[config.mk]
export PLATFORM = sky130hd
export DESIGN_NAME = dsc_serial_port
export DESIGN_NICKNAME = d
export VERILOG_FILES = /design/src/logic/dsc_pkg.sv /design/src/logic/dsc_serial_port.sv /design/src/logic/dsc_therm_dec.sv
export SDC_FILE = /design/constraint.sdc
export NUM_CORES = 1
export LEC_CHECK = 0
export ABC_CLOCK_PERIOD_IN_PS = 2300
export BUFFER_PORTS_ARGS = -buffer_cell sky130_fd_sc_hd__buf_2
export CORE_ASPECT_RATIO = 0.7
export CORE_MARGIN = 10
export CORE_UTILIZATION = 46
export CTS_BUF_LIST = sky130_fd_sc_hd__clkbuf_4
export DETAILED_ROUTE_END_ITERATION = 12
export PLACE_DENSITY = 0.75
export REMOVE_ABC_BUFFERS = 1
export SLEW_MARGIN = 30
export SYNTH_ARGS = -nofsm -noshare
export SYNTH_HDL_FRONTEND = slang
export SYNTH_SLANG_ARGS = --single-unit
[constraint.sdc]
create_clock -name sys_clk -period 2.3 [get_ports sys_clk]
set_clock_uncertainty 0.05 [all_clocks]
set_input_delay 0.345 -clock sys_clk [delete_from_list [all_inputs] [get_ports sys_clk]]
set_output_delay 0.345 -clock sys_clk [all_outputs]
set_load 0.01 [all_outputs]
[src/logic/dsc_pkg.sv]
// Purpose: Shared constants and types for the dual DAC serial command port
// Assumes: 32-bit frames, two channels, Avalon-MM register access
// Notes: Field positions are bit indices within the received frame
package dsc_pkg;
	localparam int NCH = 2;
	localparam int MAX_RES = 16;
	localparam int CNT_W = 6;
	localparam logic [5:0] LAST_BIT = 6'h1f;
	localparam logic [5:0] FULL_CNT = 6'h20;
	localparam int CMD_HI = 27;
	localparam int CMD_LO = 24;
	localparam int ADR_HI = 23;
	localparam int ADR_LO = 20;
	localparam int DATA_HI = 19;
	localparam int PD_HI = 9;
	localparam int PD_LO = 8;
	localparam int CHAIN_BIT = 1;
	localparam int AUX_W = 2;
	localparam int AUX_DIR_LO = 2;
	localparam int AUX_VAL_LO = 0;
	localparam int SEG_N = 15;
	localparam int LADDER_W = 12;

	typedef enum logic [3:0] {
		CMD_WR_IN = 4'h0,
		CMD_UPD = 4'h1,
		CMD_WR_ALL = 4'h2,
		CMD_WR_UPD = 4'h3,
		CMD_PWR = 4'h4,
		CMD_CLR_CODE = 4'h5,
		CMD_MASK = 4'h6,
		CMD_RESET = 4'h7,
		CMD_CHAIN = 4'h8,
		CMD_AUX = 4'h9,
		CMD_RSVD = 4'hf
	} dsc_cmd_e;

	localparam logic [3:0] ADDR_A = 4'h0;
	localparam logic [3:0] ADDR_B = 4'h1;
	localparam logic [3:0] ADDR_ALL = 4'hf;

	localparam logic [1:0] CLR_ZERO = 2'h0;
	localparam logic [1:0] CLR_MID = 2'h1;
	localparam logic [1:0] CLR_FULL = 2'h2;

	localparam int ADDR_W = 5;
	localparam logic [4:0] REG_CTRL = 5'h00;
	localparam logic [4:0] REG_STATUS = 5'h04;
	localparam logic [4:0] REG_CHAN_A = 5'h08;
	localparam logic [4:0] REG_CHAN_B = 5'h0c;
	localparam int CTRL_EN_BIT = 0;
	localparam logic [31:0] CTRL_RST = 32'h0000_0001;

	localparam int CLK_PERIOD_NS = 25;
	localparam int SYNC_HI_MIN_NS = 15;
	localparam int SYNC_HI_CYC = (SYNC_HI_MIN_NS + CLK_PERIOD_NS - 1)
		/ CLK_PERIOD_NS;

	// Pin synchroniser lanes and reset levels
	localparam int PIN_N = 5;
	localparam logic [4:0] PIN_RST = 5'h1b;

	typedef enum logic [2:0] {
		ST_IDLE = 3'b001,
		ST_SHIFT = 3'b010,
		ST_DONE = 3'b100
	} dsc_st_e;

	typedef struct packed {
		logic sync_n;
		logic sclk;
		logic sdin;
	} dsc_link_s;

	typedef struct packed {
		logic [1:0] pd_mode;
		logic [15:0] code;
		logic [14:0] segments;
		logic [11:0] ladder;
	} dsc_chan_s;
endpackage

[src/logic/dsc_serial_port.sv]
// Purpose: Serial write port and command decoder of a dual voltage DAC
// Assumes: Link pins sampled by sys_clk; link clock well below sys_clk/2
// Notes: Registers over Avalon-MM with one wait state
// Notes on behaviour
// - Falling frame sync starts a frame and arms the shift register.
// - Data is sampled on each falling serial clock while sync is low.
// - The 32nd falling edge takes the last bit and executes the command; with chain enabled, sync rising executes it.
// - First four bits ignored; next four form the command field.
// - Data word of resolution width follows the address, then padding.
// - Command 0 writes the input register only.
// - Command 1 copies input register to output register.
// - Command 2 writes input then loads every channel's output.
// - Command 3 writes and updates the addressed channel together.
// - Command 4 sets power mode of the selected channels.
// - Command 5 loads clear code; command 6 loads strobe mask.
// - Command 7 resets to power-on state; command 8 sets chain enable.
// - Command 9 sets aux direction and value; code 15 is reserved.
// - Address 0 is A, 1 is B, 15 is both, others unused.
// - Sync rising before the 32nd edge discards the frame.
// - Data word is an unsigned straight-binary code.
// - Top four bits drive 15 segments; low twelve drive the ladder.
// - Load strobe low moves pending input data to the outputs.
// - Clear falling edge loads clear code; strobe ignored while low.
// - Power mode 00 normal, 01 1k, 10 100k, 11 three-state.
// - Extra clocks shift earlier bits out on rising edges.
`timescale 1ns/1ps
module dsc_serial_port #(
	parameter int RES = 16,
	parameter logic POR_MID = 1'b0
) (
	input wire logic sys_clk,
	input wire logic arst_n,
	input wire dsc_pkg::dsc_link_s link,
	input wire logic load_strobe_n,
	input wire logic async_clear_n,
	output logic serial_data_out,
	input wire logic [1:0] aux_io_in,
	output logic [1:0] aux_io_out,
	output logic [1:0] aux_io_oe,
	output dsc_pkg::dsc_chan_s [1:0] chan,
	input wire logic [4:0] avs_address,
	input wire logic avs_read,
	input wire logic avs_write,
	input wire logic [31:0] avs_writedata,
	output logic [31:0] avs_readdata,
	output logic avs_waitrequest
);
	localparam int MR = dsc_pkg::MAX_RES;
	localparam int NCH = dsc_pkg::NCH;

	function automatic logic [1:0] chan_sel(input logic [3:0] a);
		chan_sel = (a == dsc_pkg::ADDR_A) ? 2'h1 :
			(a == dsc_pkg::ADDR_B) ? 2'h2 :
			(a == dsc_pkg::ADDR_ALL) ? 2'h3 : 2'h0;
	endfunction

	function automatic logic [RES-1:0] clr_value(input logic [1:0] c);
		clr_value = (c == dsc_pkg::CLR_MID) ? RES'(1) << (RES - 1) :
			(c == dsc_pkg::CLR_FULL) ? {RES{1'b1}} : RES'(0);
	endfunction

	function automatic logic [MR-1:0] align(input logic [RES-1:0] v);
		align = MR'(v) << (MR - RES);
	endfunction

	// Pin synchronisers
	logic [4:0] pin_raw;
	logic [4:0] pin_s1;
	logic [4:0] pin_s2;
	logic [4:0] pin_s3;
	logic [1:0] aux_s1;
	logic [1:0] aux_s2;
	assign pin_raw = {link.sync_n, link.sclk, link.sdin, load_strobe_n,
		async_clear_n};

	always_ff @(posedge sys_clk or negedge arst_n) begin
		if (!arst_n) begin
			pin_s1 <= dsc_pkg::PIN_RST;
			pin_s2 <= dsc_pkg::PIN_RST;
			pin_s3 <= dsc_pkg::PIN_RST;
			aux_s1 <= 2'h0;
			aux_s2 <= 2'h0;
		end else begin
			pin_s1 <= pin_raw;
			pin_s2 <= pin_s1;
			pin_s3 <= pin_s2;
			aux_s1 <= aux_io_in;
			aux_s2 <= aux_s1;
		end
	end

	wire sync_lo = ~pin_s2[4];
	wire sync_fall = ~pin_s2[4] & pin_s3[4];
	wire sync_rise = pin_s2[4] & ~pin_s3[4];
	wire sclk_fall = ~pin_s2[3] & pin_s3[3];
	wire sclk_rise = pin_s2[3] & ~pin_s3[3];
	wire sd = pin_s2[2];
	wire clr_lo = ~pin_s2[0];
	wire clr_fall = ~pin_s2[0] & pin_s3[0];
	wire load_strobe_n_act = ~pin_s2[1] & pin_s2[0];

	// Control state
	logic port_en;
	logic chain_en;
	logic [1:0] clr_code;
	logic [1:0] load_strobe_n_mask;
	logic [1:0] aux_dir;
	logic [1:0] aux_val;
	logic [1:0] pd_mode [NCH];
	logic [RES-1:0] in_reg [NCH];
	logic [RES-1:0] dac_reg [NCH];
	logic [1:0] pend;
	logic [7:0] frame_cnt;
	logic [7:0] abort_cnt;

	// Frame engine
	dsc_pkg::dsc_st_e st;
	dsc_pkg::dsc_st_e next_st;
	logic [31:0] shreg;
	logic [5:0] count;
	logic frame_chain;

	wire shift_edge = sclk_fall & sync_lo & ~sync_rise;
	wire last_edge = shift_edge & (count == dsc_pkg::LAST_BIT);
	wire abort = (st == dsc_pkg::ST_SHIFT) & sync_rise;
	wire exec_std = (st == dsc_pkg::ST_SHIFT) & last_edge & ~frame_chain;
	wire exec_chain = (st == dsc_pkg::ST_DONE) & sync_rise & frame_chain;
	wire exec = exec_std | exec_chain;
	wire [31:0] shin = {shreg[30:0], sd};
	wire [31:0] word = exec_std ? shin : shreg;
	wire [3:0] cmd = word[dsc_pkg::CMD_HI:dsc_pkg::CMD_LO];
	wire [3:0] adr = word[dsc_pkg::ADR_HI:dsc_pkg::ADR_LO];
	wire [RES-1:0] data = word[dsc_pkg::DATA_HI -: RES];
	wire [1:0] sel = chan_sel(adr);
	wire [RES-1:0] por_code = POR_MID ? RES'(1) << (RES - 1) : RES'(0);

	always_comb begin
		next_st = st;
		case (st)
			dsc_pkg::ST_IDLE: begin
				if (sync_fall && port_en) begin
					next_st = dsc_pkg::ST_SHIFT;
				end
			end
			dsc_pkg::ST_SHIFT: begin
				if (sync_rise) begin
					next_st = dsc_pkg::ST_IDLE;
				end else if (last_edge) begin
					next_st = dsc_pkg::ST_DONE;
				end
			end
			dsc_pkg::ST_DONE: begin
				if (sync_rise) begin
					next_st = dsc_pkg::ST_IDLE;
				end
			end
			default: next_st = dsc_pkg::ST_IDLE;
		endcase
	end

	wire shifting = (st == dsc_pkg::ST_SHIFT) |
		((st == dsc_pkg::ST_DONE) & frame_chain);

	always_ff @(posedge sys_clk or negedge arst_n) begin
		if (!arst_n) begin
			st <= dsc_pkg::ST_IDLE;
			shreg <= 32'h0;
			count <= 6'h00;
			frame_chain <= 1'b0;
		end else begin
			st <= next_st;
			// Mode is fixed per frame so one frame never executes twice
			if (st == dsc_pkg::ST_IDLE) begin
				frame_chain <= chain_en;
			end
			if ((st == dsc_pkg::ST_IDLE) || abort) begin
				shreg <= 32'h0;
				count <= 6'h00;
			end else if (shift_edge && shifting) begin
				shreg <= shin;
				if (count != dsc_pkg::FULL_CNT) begin
					count <= count + 6'h01;
				end
			end
		end
	end

	// Chain output moves on rising link clock
	always_ff @(posedge sys_clk or negedge arst_n) begin
		if (!arst_n) begin
			serial_data_out <= 1'b0;
		end else if (!chain_en) begin
			serial_data_out <= 1'b0;
		end else if (sclk_rise && sync_lo) begin
			serial_data_out <= shreg[31];
		end
	end

	// Channel registers
	logic [RES-1:0] next_in [NCH];
	logic [RES-1:0] next_dac [NCH];
	logic [1:0] next_pend;

	always_comb begin
		next_in = in_reg;
		next_dac = dac_reg;
		next_pend = pend;
		for (int i = 0; i < NCH; i++) begin
			if (load_strobe_n_act && pend[i] && !load_strobe_n_mask[i]) begin
				next_dac[i] = in_reg[i];
				next_pend[i] = 1'b0;
			end
			if (exec) begin
				case (cmd)
					dsc_pkg::CMD_WR_IN: begin
						if (sel[i]) begin
							next_in[i] = data;
							next_pend[i] = 1'b1;
						end
					end
					dsc_pkg::CMD_UPD: begin
						if (sel[i]) begin
							next_dac[i] = in_reg[i];
							next_pend[i] = 1'b0;
						end
					end
					dsc_pkg::CMD_WR_ALL: begin
						if (sel[i]) begin
							next_in[i] = data;
						end
						next_dac[i] = sel[i] ? data : in_reg[i];
						next_pend[i] = 1'b0;
					end
					dsc_pkg::CMD_WR_UPD: begin
						if (sel[i]) begin
							next_in[i] = data;
							next_dac[i] = data;
							next_pend[i] = 1'b0;
						end
					end
					dsc_pkg::CMD_RESET: begin
						next_in[i] = por_code;
						next_dac[i] = por_code;
						next_pend[i] = 1'b0;
					end
					default: begin
					end
				endcase
			end
			if (clr_fall) begin
				next_in[i] = clr_value(clr_code);
				next_dac[i] = clr_value(clr_code);
				next_pend[i] = 1'b0;
			end
		end
	end

	always_ff @(posedge sys_clk or negedge arst_n) begin
		if (!arst_n) begin
			for (int i = 0; i < NCH; i++) begin
				in_reg[i] <= RES'(0);
				dac_reg[i] <= RES'(0);
			end
			pend <= 2'h0;
		end else begin
			in_reg <= next_in;
			dac_reg <= next_dac;
			pend <= next_pend;
		end
	end

	// Mode and configuration registers
	wire do_pwr = exec & (cmd == dsc_pkg::CMD_PWR);
	wire do_rst = exec & (cmd == dsc_pkg::CMD_RESET);

	always_ff @(posedge sys_clk or negedge arst_n) begin
		if (!arst_n) begin
			pd_mode[0] <= 2'h0;
			pd_mode[1] <= 2'h0;
			clr_code <= dsc_pkg::CLR_ZERO;
			load_strobe_n_mask <= 2'h0;
			chain_en <= 1'b0;
			aux_dir <= 2'h0;
			aux_val <= 2'h0;
		end else if (do_rst) begin
			pd_mode[0] <= 2'h0;
			pd_mode[1] <= 2'h0;
			clr_code <= dsc_pkg::CLR_ZERO;
			load_strobe_n_mask <= 2'h0;
			chain_en <= 1'b0;
			aux_dir <= 2'h0;
			aux_val <= 2'h0;
		end else if (exec) begin
			for (int i = 0; i < NCH; i++) begin
				if (do_pwr && word[i]) begin
					pd_mode[i] <= word[dsc_pkg::PD_HI:dsc_pkg::PD_LO];
				end
			end
			if (cmd == dsc_pkg::CMD_CLR_CODE) begin
				clr_code <= word[1:0];
			end
			if (cmd == dsc_pkg::CMD_MASK) begin
				load_strobe_n_mask <= word[1:0];
			end
			if (cmd == dsc_pkg::CMD_CHAIN) begin
				chain_en <= word[dsc_pkg::CHAIN_BIT];
			end
			if (cmd == dsc_pkg::CMD_AUX) begin
				aux_dir <= word[dsc_pkg::AUX_DIR_LO +: 2];
				aux_val <= word[dsc_pkg::AUX_VAL_LO +: 2];
			end
		end
	end

	assign aux_io_out = aux_val;
	assign aux_io_oe = aux_dir;

	// Channel outputs and segment decode
	for (genvar g = 0; g < NCH; g++) begin : g_chan
		logic [MR-1:0] al;
		logic [14:0] seg;
		assign al = align(dac_reg[g]);
		dsc_therm_dec u_therm (
			.sys_clk(sys_clk),
			.arst_n(arst_n),
			.msb(al[MR-1 -: 4]),
			.seg(seg)
		);
		assign chan[g].pd_mode = pd_mode[g];
		assign chan[g].code = MR'(dac_reg[g]);
		assign chan[g].segments = seg;
		assign chan[g].ladder = al[dsc_pkg::LADDER_W-1:0];
	end

	// Frame statistics
	always_ff @(posedge sys_clk or negedge arst_n) begin
		if (!arst_n) begin
			frame_cnt <= 8'h00;
			abort_cnt <= 8'h00;
		end else begin
			if (exec) begin
				frame_cnt <= frame_cnt + 8'h01;
			end
			if (abort) begin
				abort_cnt <= abort_cnt + 8'h01;
			end
		end
	end

	// Avalon-MM slave, one wait state
	logic ack;
	wire req = avs_read | avs_write;
	wire wr_ctrl = avs_write & ack & (avs_address == dsc_pkg::REG_CTRL);
	wire [31:0] status = {frame_cnt, abort_cnt, pend, aux_s2, aux_dir,
		load_strobe_n_mask, clr_code, pd_mode[1], pd_mode[0],
		(st != dsc_pkg::ST_IDLE), chain_en};
	wire [31:0] rd_mux =
		(avs_address == dsc_pkg::REG_CTRL) ? {31'h0, port_en} :
		(avs_address == dsc_pkg::REG_STATUS) ? status :
		(avs_address == dsc_pkg::REG_CHAN_A) ?
			{align(in_reg[0]), align(dac_reg[0])} :
		(avs_address == dsc_pkg::REG_CHAN_B) ?
			{align(in_reg[1]), align(dac_reg[1])} : 32'h0;
	assign avs_waitrequest = req & ~ack;

	always_ff @(posedge sys_clk or negedge arst_n) begin
		if (!arst_n) begin
			ack <= 1'b0;
			avs_readdata <= 32'h0;
			port_en <= dsc_pkg::CTRL_RST[dsc_pkg::CTRL_EN_BIT];
		end else begin
			ack <= req & ~ack;
			if (avs_read && !ack) begin
				avs_readdata <= rd_mux;
			end
			if (wr_ctrl) begin
				port_en <= avs_writedata[dsc_pkg::CTRL_EN_BIT];
			end
		end
	end
endmodule

[src/logic/dsc_therm_dec.sv]
// Purpose: Registered thermometer decode of the top four code bits
// Assumes: Code is left aligned to sixteen bits
// Notes: Output lags the code by one clock
`timescale 1ns/1ps
module dsc_therm_dec (
	input wire logic sys_clk,
	input wire logic arst_n,
	input wire logic [3:0] msb,
	output logic [14:0] seg
);
	logic [14:0] next_seg;

	always_comb begin
		for (int k = 0; k < dsc_pkg::SEG_N; k++) begin
			next_seg[k] = (msb > 4'(k));
		end
	end

	always_ff @(posedge sys_clk or negedge arst_n) begin
		if (!arst_n) begin
			seg <= 15'h0000;
		end else begin
			seg <= next_seg;
		end
	end
endmodule

==> impl_metrics.py <==
metrics = {
    "drt": {
        "drc": 0,
        "vias": 11723,
        "via_per_inst": 6.239,
        "ant_nets": 0,
        "drtIter0Drc": 1547,
        "first_pass_iters": 8,
        "wl_per_cell_um": 22.64,
        "wirelength_mm": 42.54,
    },
    "sta": {
        "fmax_mhz": 390.4,
        "fin_hold_ws_ns": 0.1183,
        "rsz0062_at_grt": "yes",
        "final-max-slew-violation-count": 0,
        "setup_ws_ns": -0.2614,
        "tightest_slew_ns": 0.7416,
        "relSlewSlack": 0.5012,
        "setup_viol": 77,
        "hold_violations": 0,
        "period_share": 1.114,
        "min_period_ns": 2.561,
    },
    "worst_setup_path": {
        "rrSetupSlack_ns": -0.26,
        "startpoint_type": "flip-flop",
        "endpoint": "in_reg[31]",
        "critPathKind": "reg2reg",
        "rr_startpoint": "pin_s3[3]",
        "crit_required_ns": 2.88,
        "end_kind": "flip-flop",
        "cpMaxStageDelayCell": "dfstp_2",
        "path_cells": "nor4b_4 > and4_4 > mux2i_2 > nor2_4 > a311oi_4 > buf_4 > o2bb2ai_1",
        "rr_worst_depth": 7,
        "cp_max_fo": 6,
        "worstSetupStartpoint": "pin_s3[3]",
        "arrival_ns": 3.14,
        "r2r-end": "in_reg[31]",
        "slowest_delay_ns": 0.54,
    },
    "final_layout": {
        "fin_cells": 1879,
        "mostFrequentLayoutCells": "dfrtp_1 (206), nand2_1 (181), buf_2 (143)",
        "antenna_cells": 0,
        "final_common_cell": "dfrtp_1",
        "layout-area-overhead-vs-synth_pct": 31.09,
        "final_area_um2": 15700,
        "drive_above_1_share": 0.3540,
        "final_net_count": 1561,
    },
    "run_status": {
        "violations": "setup timing",
        "run_status": "complete, but fails checks",
    },
    "die": {
        "die_area_um2": 33000,
        "start_util": 0.4663,
        "ios": 176,
        "fp.dieH_um": 155.0,
        "core_area_um2": 25690,
        "fp-row-count": 49,
        "die_x_um": 212.9,
    },
    "cts": {
        "cts_inserted_buffers": 56,
        "cts_tree": "yes",
        "clock-root-buffer": "clkbuf_4",
        "clk_latency_ns": 0.72,
        "clk_pin_slew_ns": 0.06,
        "cts_sinks": 219,
        "h-tree-depth": 2,
        "clockBufferDepth": 3,
    },
    "power_and_ir_drop": {
        "peakVddDrop_mv": 0.4619,
        "p_per_area_nw_per_um2": 553.0,
        "finalPower_mw": 8.684,
        "p_comb_frac": 0.110,
        "leakage_nw": 6.902,
        "clockPowerShare": 0.406,
        "p_int_mw": 6.279,
        "power_frac_seq": 0.484,
        "switching_share": 0.2769,
        "p_sw_mw": 2.405,
    },
    "place": {
        "dp_cells": 1731,
        "numPortBuffers": 144,
        "finalWeightedCongestion": 0.9492,
        "placed_area_um2": 13700,
        "dp_hpwl_mm": 27.31,
    },
    "synth": {
        "synth-edff-count": 0,
        "syn_inst": 1266,
        "async_flop_share": 1.000,
        "ys_ff_latch": 219,
        "synth_ff_type": "dfrtp_1",
        "ys_warn_count": 0,
        "ys_seq_area_frac": 0.4588,
        "synth_area_leaders": "dfrtp_1 (43%), mux2i_1 (6.3%), nand2_1 (5.7%)",
        "syn_area_um2": 11980,
        "yosys.area.top_type": "dfrtp_1",
        "yosysUniqueCellTypes": 72,
        "avgSynthCellArea_um2": 9.462,
        "synth_top_area_share": 0.4303,
    },
    "hold_path": {
        "hp-class": "in2async",
    },
    "grt": {
        "grtUsageTotal": 0.2387,
        "first_global_vias": 11025,
        "grt_max_degree": 63,
        "globalRouteOverflowTotal": 0,
        "grt_pass1_wl_mm": 63.13,
        "grt_antenna_before_repair": 0,
    },
    "job": {
        "maxCapViolCount": 0,
    },
}
## per-stage QoR
step / TNS (ns) / worst slack (ns) / util
6_report: -12.38 / -0.2614 / 0.6113
5_1_grt: -18.71 / -0.3504 / 0.6113
4_1_cts: -6.814 / -0.1631 / 0.5823
3_5_place_dp: -20.98 / -0.3273 / 0.5332
3_3_place_gp: -16.86 / -0.2874 / 0.5332
2_1_floorplan: -156.90 / -1.981 / -
## worst max-delay path, delay by kind of cell, from the launching register on
| kind | cells | cell delay, ns |
|---|---|---|
| compound gates | 2 | 0.54 |
| flops | 1 | 0.54 |
| simple gates | 3 | 0.76 |
| mux | 1 | 0.34 |
| buf+inv | 1 | 0.25 |
## cells in the mapped netlist, drive strengths merged (11+ instances only)
cell       n
a211oi    16
a21boi    31
a21o      19
a21oi     72
a31o      18
a31oi     37
buf       60
clkbuf    76
dfrtp    206
dfstp     13
inv       15
mux2      11
mux2i     75
nand2    182
nand3     27
nor2      86
nor2b     12
nor4      15
o211ai    16
o21ai     61
o22ai     17
o2bb2ai   36
o31a      17
o41ai     32
xnor2     11
## power groups by stage
stage	registers [mW]	logic, mW	clock network [mW]
after global routing	4.22	1.04	3.80
after CTS	4.20	0.945	3.58
after global placement	4.26	0.903	0
final	4.20	0.956	3.53
after floorplan	4.33	0.316	0
after detailed placement	4.27	0.919	0
## layer usage
metal	vias up	routed length [um]	track usage
met5	-	0	0
met4	0	1399	0.07492
met3	126	5000	0.05861
met2	771	18470	0.3504
met1	5712	17670	0.3382
li1	5114	-	-
## timing repair
item | 4_1_cts | 5_1_grt
hold endpoints to repair | 213 | 0
gates cloned | 2 | 6
setup buffers | 17 | 14
endpoints found under the setup margin | 81 | 84
hold buffers | 12 | 0
resized for setup | 49 | 106
pin swaps | 8 | 48
## worst min-delay path by stage
stage | cells after the start | to | slack (ns)
global route | 2 | chan[89] | 0.14
detailed placement | 1 | avs_readdata[4] | 0.28
finish | 2 | avs_readdata[4] | 0.12
CTS | 2 | avs_readdata[17] | 0.13
global placement | 1 | avs_readdata[4] | 0.28
floorplan | 0 | abort_cnt[0] | -0.0006
## cell type report
class / instances / area (um2)
clock buffers: 90 / 675.6
clock inverters: 8 / 61.31
fillers: 2065 / 9985
inverters: 15 / 56.30
multi-input cells: 898 / 6411
flip-flops and latches: 219 / 5497
well taps: 331 / 414.1
repair buffers: 318 / 2589
## cells by family after synthesis
family | after synthesis | share of synthesized area
AO/OA/AOI/OAI | 403 | 0.2394
XOR/XNOR | 18 | 0.01316
adder cells (fa/ha/maj) | 5 | 0.005222
buffers and inverters | 151 | 0.06225
flip-flops | 219 | 0.4588
multiplexers | 86 | 0.07332
AND/OR/NAND/NOR | 384 | 0.1478
No activity file was read; power rests on OpenSTA's default activity.
